### config.mk
export PLATFORM = sky130hd
export DESIGN_NAME = amp_gain_mode_control
export DESIGN_NICKNAME = d
export VERILOG_FILES = /design/src/hdl/agm_pkg.sv /design/src/hdl/agm_sync.sv /design/src/hdl/amp_gain_mode_control.sv
export SDC_FILE = /design/constraint.sdc
export NUM_CORES = 1
export LEC_CHECK = 0
export ABC_AREA = 1
export BUFFER_PORTS_ARGS = -buffer_cell sky130_fd_sc_hd__buf_4
export CORE_ASPECT_RATIO = 1.4
export CORE_UTILIZATION = 48
export DETAILED_ROUTE_END_ITERATION = 10
export PLACE_DENSITY = 0.75
export SETUP_SLACK_MARGIN = 0.5
export SLEW_MARGIN = 20
export SYNTH_ARGS = -nofsm -noshare
export SYNTH_HDL_FRONTEND = slang
export SYNTH_SLANG_ARGS = --single-unit
### constraint.sdc
create_clock -name clock -period 3.7 [get_ports clock]
set_clock_uncertainty 0.1 [all_clocks]
set_input_delay 0.37 -clock clock [delete_from_list [all_inputs] [get_ports clock]]
set_output_delay 0.37 -clock clock [all_outputs]
set_load 0.05 [all_outputs]
### src/hdl/agm_pkg.sv
// Purpose: Shared constants and types of the amplifier gain and mode control
// Assumes: Registers are reached over the two-wire serial pins only
// Notes:   Register indices are the pointer values the host writes
package agm_pkg;

  // ==========================================================
  // Register indices, as sent in the pointer byte
  localparam logic [7:0] IDX_LEFT_BRIDGED  = 8'h00;
  localparam logic [7:0] IDX_RIGHT_BRIDGED = 8'h01;
  localparam logic [7:0] IDX_LEFT_SINGLE_ENDED_GAIN       = 8'h02;
  localparam logic [7:0] IDX_RIGHT_SINGLE_ENDED_GAIN      = 8'h03;
  localparam logic [7:0] IDX_CTRL          = 8'h04;
  localparam logic [7:0] IDX_STATUS        = 8'h05;
  localparam logic [7:0] IDX_GAIN_COUNT    = 8'h04;

  // ==========================================================
  // Field positions and reset values
  localparam int         GAIN_BITS          = 6;
  localparam int         CTRL_CFG_OVERRIDE  = 0;
  localparam int         CTRL_CFG_SE        = 1;
  localparam int         CTRL_BEEP_ENABLE   = 2;
  localparam logic [7:0] GAIN_RESET_BRIDGED = 8'h00;
  localparam logic [7:0] GAIN_RESET_SE      = 8'h00;
  localparam logic [7:0] CTRL_RESET         = 8'h00;
  localparam logic [7:0] READ_UNMAPPED      = 8'h00;

  // ==========================================================
  // Fixed upper part of the slave address, value arbitrary
  localparam logic [4:0] SLAVE_ADDR_HIGH = 5'h15;
  localparam logic [3:0] BITS_PER_BYTE   = 4'h8;
  localparam int         SYNC_WIDTH      = 8;

  // ==========================================================
  // Types
  typedef struct packed {
    logic [1:0]           mute;
    logic [GAIN_BITS-1:0] gain;
  } agm_chan_s;

  typedef struct packed {
    logic scl;
    logic sda;
    logic outputConfigSelect;
    logic shutdownN;
    logic beepModeEnable;
    logic beepInput;
    logic slaveAddrPinBit1;
    logic slaveAddrPinBit0;
  } agm_pins_s;

  // Reset level of the sampled pins: bus lines idle high, no false edge
  localparam agm_pins_s PINS_RESET = '{scl: 1'b1, sda: 1'b1, default: 1'b0};

  typedef enum logic [6:0] {
    S_IDLE    = 7'b0000001,
    S_ADDR    = 7'b0000010,
    S_ACK_ADR = 7'b0000100,
    S_WRITE   = 7'b0001000,
    S_ACK_WR  = 7'b0010000,
    S_READ    = 7'b0100000,
    S_ACK_RD  = 7'b1000000
  } agm_state_e;

endpackage

### src/hdl/agm_sync.sv
// Purpose: Two-stage synchroniser for the pin inputs
// Assumes: Inputs are asynchronous levels
// Notes:   First stage feeds only the second stage
`timescale 1ns/100ps
module agm_sync (
  input  wire logic               clock,
  input  wire logic               nrst,
  input  wire agm_pkg::agm_pins_s pinIn,
  output agm_pkg::agm_pins_s      pinOut
);
  import agm_pkg::*;

  agm_pins_s stage1;

  // Two flip-flops per pin
  always_ff @(posedge clock or negedge nrst) begin
    if (!nrst) begin
      stage1 <= PINS_RESET;
      pinOut <= PINS_RESET;
    end else begin
      stage1 <= pinIn;
      pinOut <= stage1;
    end
  end
endmodule

### src/hdl/amp_gain_mode_control.sv
// Purpose: Gain registers, mode select, shutdown and beep logic with a
//          two-wire serial slave for register access
// Assumes: All pins are asynchronous; the serial clock is sampled
// Notes:   Single-ended path has a fixed extra -6 dB in the analog stage
`timescale 1ns/100ps

module amp_gain_mode_control (
  input  wire logic               clock,
  input  wire logic               nrst,
  input  wire agm_pkg::agm_pins_s pins,
  output logic                    sdaOut,
  output logic                    sdaOe,
  output logic                    singleEndedMode,
  output logic                    headphoneSelect,
  output logic                    ampEnable,
  output logic                    beepActive,
  output logic                    leftNegativeOutOe,
  output logic                    rightNegativeOutOe,
  output agm_pkg::agm_chan_s      leftChan,
  output agm_pkg::agm_chan_s      rightChan
);
  import agm_pkg::*;

  // ==========================================================
  // Pin sampling
  agm_pins_s  pinS;
  logic       sclPrev;
  logic       sdaPrev;
  logic       sclRise;
  logic       sclFall;
  logic       startSeen;
  logic       stopSeen;
  logic [6:0] slaveAddr;

  agm_sync u_sync (
    .clock  (clock),
    .nrst   (nrst),
    .pinIn  (pins),
    .pinOut (pinS)
  );

  // Edge history of the sampled bus lines
  always_ff @(posedge clock or negedge nrst) begin
    if (!nrst) begin
      sclPrev <= 1'b1;
      sdaPrev <= 1'b1;
    end else begin
      sclPrev <= pinS.scl;
      sdaPrev <= pinS.sda;
    end
  end

  // Bus events and the address this slave answers to
  assign sclRise   = pinS.scl & ~sclPrev;
  assign sclFall   = ~pinS.scl & sclPrev;
  assign startSeen = pinS.scl & sclPrev & sdaPrev & ~pinS.sda;
  assign stopSeen  = pinS.scl & sclPrev & ~sdaPrev & pinS.sda;
  assign slaveAddr = {SLAVE_ADDR_HIGH, pinS.slaveAddrPinBit1,
                      pinS.slaveAddrPinBit0};

  // ==========================================================
  // Serial slave and register file
  agm_state_e state;
  agm_state_e next_state;
  logic [3:0] bitCnt;
  logic [3:0] next_bitCnt;
  logic [7:0] shift;
  logic [7:0] next_shift;
  logic [7:0] txByte;
  logic [7:0] next_txByte;
  logic [7:0] ptr;
  logic [7:0] next_ptr;
  logic       readNotWrite;
  logic       next_readNotWrite;
  logic       firstByte;
  logic       next_firstByte;
  logic       next_sdaOe;
  logic [7:0] gainReg [4];
  logic [7:0] next_gainReg [4];
  logic [7:0] ctrlReg;
  logic [7:0] next_ctrlReg;
  logic [7:0] rdByte;

  // Read data for a pointer; unmapped pointers read zero
  function automatic logic [7:0] regRead(input logic [7:0] idx);
    logic [7:0] val;
    val = READ_UNMAPPED;
    if (idx < IDX_GAIN_COUNT) begin
      val = gainReg[idx[1:0]];
    end else if (idx == IDX_CTRL) begin
      val = ctrlReg;
    end else if (idx == IDX_STATUS) begin
      val = {3'h0, pinS.slaveAddrPinBit1, pinS.slaveAddrPinBit0,
             ~ampEnable, beepActive, singleEndedMode};
    end
    return val;
  endfunction

  // Byte-level slave: address, pointer, then auto-incrementing data
  always_comb begin
    next_state        = state;
    next_bitCnt       = bitCnt;
    next_shift        = shift;
    next_txByte       = txByte;
    next_ptr          = ptr;
    next_readNotWrite = readNotWrite;
    next_firstByte    = firstByte;
    next_sdaOe        = sdaOe;
    next_gainReg      = gainReg;
    next_ctrlReg      = ctrlReg;
    rdByte            = regRead(ptr);
    if (startSeen) begin
      next_state  = S_ADDR;
      next_bitCnt = 4'h0;
      next_sdaOe  = 1'b0;
    end else if (stopSeen) begin
      next_state = S_IDLE;
      next_sdaOe = 1'b0;
    end else begin
      unique case (state)
        S_IDLE: begin
          next_sdaOe = 1'b0;
        end
        S_ADDR, S_WRITE: begin
          if (sclRise) begin
            next_shift  = {shift[6:0], pinS.sda};
            next_bitCnt = bitCnt + 4'h1;
          end else if (sclFall && bitCnt == BITS_PER_BYTE) begin
            next_bitCnt = 4'h0;
            if (state == S_ADDR) begin
              if (shift[7:1] == slaveAddr) begin
                next_state        = S_ACK_ADR;
                next_sdaOe        = 1'b1;
                next_readNotWrite = shift[0];
              end else begin
                next_state = S_IDLE;
              end
            end else begin
              next_state = S_ACK_WR;
              next_sdaOe = 1'b1;
              next_firstByte = 1'b0;
              if (firstByte) begin
                next_ptr = shift;
              end else begin
                next_ptr = ptr + 8'h1;
                if (ptr < IDX_GAIN_COUNT) begin
                  next_gainReg[ptr[1:0]] = shift;
                end else if (ptr == IDX_CTRL) begin
                  next_ctrlReg = shift;
                end
              end
            end
          end
        end
        S_ACK_ADR: begin
          if (sclFall) begin
            if (readNotWrite) begin
              next_state  = S_READ;
              next_txByte = rdByte;
              next_sdaOe  = ~rdByte[7];
              next_ptr    = ptr + 8'h1;
            end else begin
              next_state     = S_WRITE;
              next_sdaOe     = 1'b0;
              next_firstByte = 1'b1;
            end
          end
        end
        S_ACK_WR: begin
          if (sclFall) begin
            next_state = S_WRITE;
            next_sdaOe = 1'b0;
          end
        end
        S_READ: begin
          if (sclFall) begin
            next_bitCnt = bitCnt + 4'h1;
            if (bitCnt + 4'h1 == BITS_PER_BYTE) begin
              next_state = S_ACK_RD;
              next_sdaOe = 1'b0;
            end else begin
              next_txByte = {txByte[6:0], 1'b0};
              next_sdaOe  = ~txByte[6];
            end
          end
        end
        S_ACK_RD: begin
          if (sclRise) begin
            next_readNotWrite = ~pinS.sda;
          end else if (sclFall) begin
            next_bitCnt = 4'h0;
            if (readNotWrite) begin
              next_state  = S_READ;
              next_txByte = rdByte;
              next_sdaOe  = ~rdByte[7];
              next_ptr    = ptr + 8'h1;
            end else begin
              next_state = S_IDLE;
            end
          end
        end
        default: begin
          next_state = S_IDLE;
          next_sdaOe = 1'b0;
        end
      endcase
    end
  end

  // Slave and register state
  always_ff @(posedge clock or negedge nrst) begin
    if (!nrst) begin
      state        <= S_IDLE;
      bitCnt       <= 4'h0;
      shift        <= 8'h00;
      txByte       <= 8'h00;
      ptr          <= 8'h00;
      readNotWrite <= 1'b0;
      firstByte    <= 1'b0;
      sdaOe        <= 1'b0;
      sdaOut       <= 1'b0;
      gainReg[IDX_LEFT_BRIDGED[1:0]]  <= GAIN_RESET_BRIDGED;
      gainReg[IDX_RIGHT_BRIDGED[1:0]] <= GAIN_RESET_BRIDGED;
      gainReg[IDX_LEFT_SINGLE_ENDED_GAIN[1:0]]       <= GAIN_RESET_SE;
      gainReg[IDX_RIGHT_SINGLE_ENDED_GAIN[1:0]]      <= GAIN_RESET_SE;
      ctrlReg      <= CTRL_RESET;
    end else begin
      state        <= next_state;
      bitCnt       <= next_bitCnt;
      shift        <= next_shift;
      txByte       <= next_txByte;
      ptr          <= next_ptr;
      readNotWrite <= next_readNotWrite;
      firstByte    <= next_firstByte;
      sdaOe        <= next_sdaOe;
      sdaOut       <= 1'b0;
      gainReg      <= next_gainReg;
      ctrlReg      <= next_ctrlReg;
    end
  end

  // ==========================================================
  // Mode, shutdown, beep and channel outputs
  logic      next_singleEnded;
  logic      next_ampEnable;
  logic      next_beepActive;
  agm_chan_s next_leftChan;
  agm_chan_s next_rightChan;

  // Mode from pin or register; channels from the matching gain register
  always_comb begin
    if (ctrlReg[CTRL_CFG_OVERRIDE]) begin
      next_singleEnded = ctrlReg[CTRL_CFG_SE];
    end else begin
      next_singleEnded = pinS.outputConfigSelect;
    end
    next_ampEnable  = pinS.shutdownN;
    next_beepActive = pinS.beepInput | pinS.beepModeEnable
                      | ctrlReg[CTRL_BEEP_ENABLE];
    if (next_singleEnded) begin
      next_leftChan  = gainReg[IDX_LEFT_SINGLE_ENDED_GAIN[1:0]];
      next_rightChan = gainReg[IDX_RIGHT_SINGLE_ENDED_GAIN[1:0]];
    end else begin
      next_leftChan  = gainReg[IDX_LEFT_BRIDGED[1:0]];
      next_rightChan = gainReg[IDX_RIGHT_BRIDGED[1:0]];
    end
  end

  // Registered analog controls
  always_ff @(posedge clock or negedge nrst) begin
    if (!nrst) begin
      singleEndedMode    <= 1'b0;
      headphoneSelect    <= 1'b0;
      ampEnable          <= 1'b0;
      beepActive         <= 1'b0;
      leftNegativeOutOe  <= 1'b0;
      rightNegativeOutOe <= 1'b0;
      leftChan           <= GAIN_RESET_BRIDGED;
      rightChan          <= GAIN_RESET_BRIDGED;
    end else begin
      singleEndedMode    <= next_singleEnded;
      headphoneSelect    <= next_singleEnded;
      ampEnable          <= next_ampEnable;
      beepActive         <= next_beepActive;
      leftNegativeOutOe  <= ~next_singleEnded;
      rightNegativeOutOe <= ~next_singleEnded;
      leftChan           <= next_leftChan;
      rightChan          <= next_rightChan;
    end
  end
endmodule

# Word-level counts from Yosys, hierarchy flattened
# Index checks and enable logic that the tools add are counted.
# word_totals
reg_bits	116
in_bits	10
out_inout_bits	24
# classes
addsub	2
magnitude_cmp	3
eq_ne	39
n_mux	76
n_bitwise	24
reduce_logical	18
# op_table
cell	n
2-to-1 mux 8 bit	19
2-to-1 mux 7 bit	11
one-hot mux 8 bit (3 select lines)	2
one-hot mux 7 bit (6 select lines)	1
inequality test 4 bit (second input constant)	10
bitwise mux 32 bit	1
2-to-1 mux 4 bit	7
AND reduction 9 bit	3
2-to-1 mux 1 bit	25
inequality test 2 bit (second input constant)	12
AND reduction 8 bit	3
binary-select mux 8 bit (select 2 bit)	1
demux 8 bit (select 2 bit)	1
equality test 8 x 3 -> 1 bit (second input constant)	2
inverter 1 bit	14
2-to-1 mux 6 bit	2
inequality test 3 bit (second input constant)	4
one-hot mux 4 bit (3 select lines)	1
AND reduction 6 bit	2
adder 8 x 1 -> 8 bit (second input constant)	1
equality test 4 bit (second input constant)	2
less-than comparator 8 x 3 -> 1 bit (second input constant)	1
AND 1 bit	7
equality test 7 x 1 -> 1 bit (second input constant)	1
24 further kinds	29

# Longest topological paths before layout
# depth
depth_word	12
mapped_depth	13
depth_no_buf	12

# Hierarchy
# From an unflattened synthesis, not the netlist that was laid out.
# hier_totals
hier_cells	681
area_unflattened_um2	5584.1
# by_module_without_submodules
mod	n_inst	cells_each	area_per_inst_um2	seq_area_each_um2
amp_gain_mode_control	1	665	5178.7	2481.1
agm_sync	1	16	405.4	405.4

# Worst setup path after synthesis
# No wires, ideal clock.
# synth_path
path_type	register -> register
startpoint	register ptr[1]
endpoint	register txByte[0]
setup_time_ns	0.065
t_arrival_ns	1.923
slack_ns	1.612
stages_incl_launch_ff	12
n_path_buf	2
period_less_slack_ns	2.088
cell_sequence	dfrtp_1 -> clkbuf_1 -> inv_1 -> buf_2 -> ha_1 -> inv_1 -> nand3_1 -> nor2_1 -> nand2_1 -> a211oi_1 -> nand2_1 -> nand2_1
# synth_via
elab_chain_len	9
# synth_lines
element	line	rtl
from (decl)	amp_gain_mode_control.sv:71	logic [7:0] ptr;
from (signal assigned)	amp_gain_mode_control.sv:232	ptr <= next_ptr;
parallel branches: the longest is 4 deep, another holds less-than comparator 8 x 3 -> 1 bit	n/a	
2-to-1 mux 8 bit *	amp_gain_mode_control.sv:88	if (idx < IDX_GAIN_COUNT) begin
2-to-1 mux 8 bit *	amp_gain_mode_control.sv:157, amp_gain_mode_control.sv:192	
2-to-1 mux 8 bit *	amp_gain_mode_control.sv:156	if (sclFall) begin
2-to-1 mux 8 bit	amp_gain_mode_control.sv:188	if (sclRise) begin
one-hot mux 8 bit (3 select lines) *	amp_gain_mode_control.sv:120	unique case (state)
to (signal assigned)	amp_gain_mode_control.sv:231	txByte <= next_txByte;
to (decl)	amp_gain_mode_control.sv:69	logic [7:0] txByte;
# Every way passes the cells marked *. The select of a mux whose other input is x is not followed.
# A chain may end at the register's enable or synchronous reset.

# Worst setup path in the final report
# layout_path
startpoint	register ptr[0]
endpoint	register txByte[0]
# The elaborated chain is that of the path after synthesis.

==> flow_metrics.tcl <==
set metrics [dict create \
    outcome "complete, no violations" \
    ys.flop_type "dfrtp_1" \
    slowest_stage "dfrtp_1" \
    worstSetupStartpoint "ptr[0]" \
    numPlacedInstances 890 \
    start_kind "flop" \
    hold_path_class "flop to flop" \
    leakagePower_nw 3.59 \
    clock_sinks 115 \
    layout-area-overhead-vs-synth_pct 19.2 \
    place_hpwl_um 10500 \
    fmaxAchievable_mhz 398 \
    ios 34 \
    synth_area_leaders "dfrtp_1, nand2_1, nand3_1" \
    syn_area_um2 5730 \
    wl_per_cell_um 15.6 \
    die_h_um 131 \
    finalSetupViolCount 0 \
    nets 790 \
    reg2reg_slack_ns 1.18 \
    regToRegStartpoint "ptr[0]" \
    worst_pin_slew_ns 0.732 \
    postCtsHoldBufs 9 \
    grt_pass1_wl_um 23900 \
    slew_violations 0 \
    post_cts_buffers 0 \
    p_per_area_nw_per_um2 567 \
    num_rows 46 \
    ctsResizeCount 0 \
    clk_path_buf_depth 2 \
    ys_seq_area_share_pct 50.3 \
    drcViolationCount 0 \
    ff_latch_area_um2 2890 \
    instances_no_fill 931 \
    slowest_delay_ns 0.76 \
    syn_inst 727 \
    critPathBufInv 2 \
    layout_commonest_cell "nand2_1" \
    synthesis.nets 743 \
    drt_pass1_iterations 4 \
    final_cell_mix "nand2_1, dfrtp_1, inv_1" \
    avgSynthCellArea_um2 7.89 \
    r2r-end "txByte[0]" \
    final_util_pct 59.7 \
    wl_um 14600 \
    tritoncts "done" \
    cts.clk_slew.worst_paths_ns 0.06 \
    diodes 0 \
    ys_ff_latch 115 \
    crit_top_cell "nand2_1" \
    cp_cell_sequence "clkinv_1 > ha_1 > inv_1 > nand3_1 > nor2_1 > nand2_1 > a211oi_1 > nand2_1 > nand2_1" \
    synth_enable_flop_cells 0 \
    root_buffer "clkbuf_16" \
    nFillCells 1039 \
    synth_warnings 0 \
    drt_iter0_markers 279 \
    place_congestion 0.880 \
    hold_ws_ns 0.248 \
    cp.arrival_ns 2.77 \
    postSynth.asyncResetShare_pct 100 \
    ant_nets 0 \
    multi_input_area_um2 2540 \
    irDropWorstVdd_v 0.000336 \
    num_vias 4956 \
    initial_core_util_pct 50.1 \
    dieArea_um2 12400 \
    path_class "flop to flop" \
    finalHoldViolCount 0 \
    vias_per_cell 5.32 \
    finalSetupTns_ns 0 \
    worstSkewPairLatency_ns 0.41 \
    grt_pass1_vias 5083 \
    r2r_cells 9 \
    post-route-period-util_pct 68.0 \
    crit_path_end_kind "flop" \
    rsz0062_at_grt "no" \
    path_delay_family "flip-flops" \
    cap_violations 0 \
    die_x_um 94.4 \
    yosysTopAreaCell "dfrtp_1" \
    period_minus_slack_ns 2.52 \
    overflow 0 \
    critPathMaxFanout 22 \
    numCtsBuffers 17 \
    design_power_total_mw 3.88 \
    drive_above_1_share_pct 15.6 \
    synth_cell_types 41 \
    crit_end "txByte[0]" \
    slew_headroom_pct 51.2 \
    antenna_found_initial 0 \
    grt_max_degree 60 \
    htree_num_levels 4 \
    core-area_um2 11500 \
    io_buffers 32 \
    path_depth 9 \
    synth_top_area_share_pct 47.1 \
    grtUsageTotal_pct 25.6 \
    cp.required_ns 3.96 \
]
sequential cells by signal, indices dropped and copies added, names as in the netlist, 4 cells and up:
register,count
u_sync.stage1,8
txByte,7
ctrlReg,8
rightChan,8
ptr,8
bitCnt,4
gainReg,32
shift,8
leftChan,8
u_sync.pinOut,8
state,7
Yosys cell counts (6+ instances only):
cell        n
nand2_1   318
dfrtp_1   108
inv_1      54
nand3_1    49
nor2_1     39
o21ai_0    32
a21oi_1    17
nand2_2    13
nand4_1     9
clkbuf_1    7
dfstp_2     7
nor2_2      7
o21ai_2     7
ha_1        6
metrics by stage:
stage               setup WS [ns]  area [um2]
floorplan                    1.61        5730
global placement             1.39        6110
detailed placement           1.28        6110
CTS                          1.26        6840
global route                0.933        6840
finish                       1.18        6840
worst min path at each step:
stage | start | to | slack, ns | cells after the start
after floorplan | nrst | ampEnable | -0.03 | 0
after global routing | u_sync.pinOut[4] | ampEnable | 0.26 | 0
after detailed placement | u_sync.pinOut[4] | ampEnable | 0.24 | 0
after CTS | u_sync.pinOut[4] | ampEnable | 0.25 | 0
final | u_sync.pinOut[4] | ampEnable | 0.25 | 0
after global placement | u_sync.stage1[1] | u_sync.pinOut[1] | 0.23 | 0
layout make-up:
class | count | area share (%)
Multi-Input combinational cell | 537 | 37.1
Clock inverter | 13 | 3.04
Timing Repair Buffer | 44 | 5.34
Inverter | 59 | 3.31
Clock buffer | 19 | 6.33
Tap cell | 144 | 2.64
Sequential cell | 115 | 42.2
power by group:
part / leakage, nW / switching [mW] / internal, mW
Clock: 0.300 / 0.583 / 1.19
Sequential: 1.54 / 0.0946 / 1.32
Combinational: 1.75 / 0.471 / 0.223
Total: 3.59 / 1.15 / 2.73
cell families after synthesis:
kind of cell	count (synthesis)	share of synthesized area [%]
other cells	1	0.0654
buf+inv	75	5.41
fa+ha+maj	6	1.31
flops	115	50.3
simple gates	458	35.4
xor+xnor	4	0.611
compound gates	68	6.83
worst register-to-register path: stages (launching register included):
cell and delay, ns:
dfrtp_1 0.76, clkinv_1 0.22, ha_1 0.30, inv_1 0.18, nand3_1 0.10, nor2_1 0.28, nand2_1 0.10, a211oi_1 0.29
nand2_1 0.08, nand2_1 0.06
per-layer routing:
metal	routed length, um	vias to the layer above	global-route usage, %	part of all wire [%]
met5	0	-	0	0
met1	5540	2350	27.6	38
met3	622	54	5.61	4.3
li1	-	2389	-	-
met4	818	0	17.5	5.6
met2	7580	163	43.5	52
(Power assumes the default switching activity.)
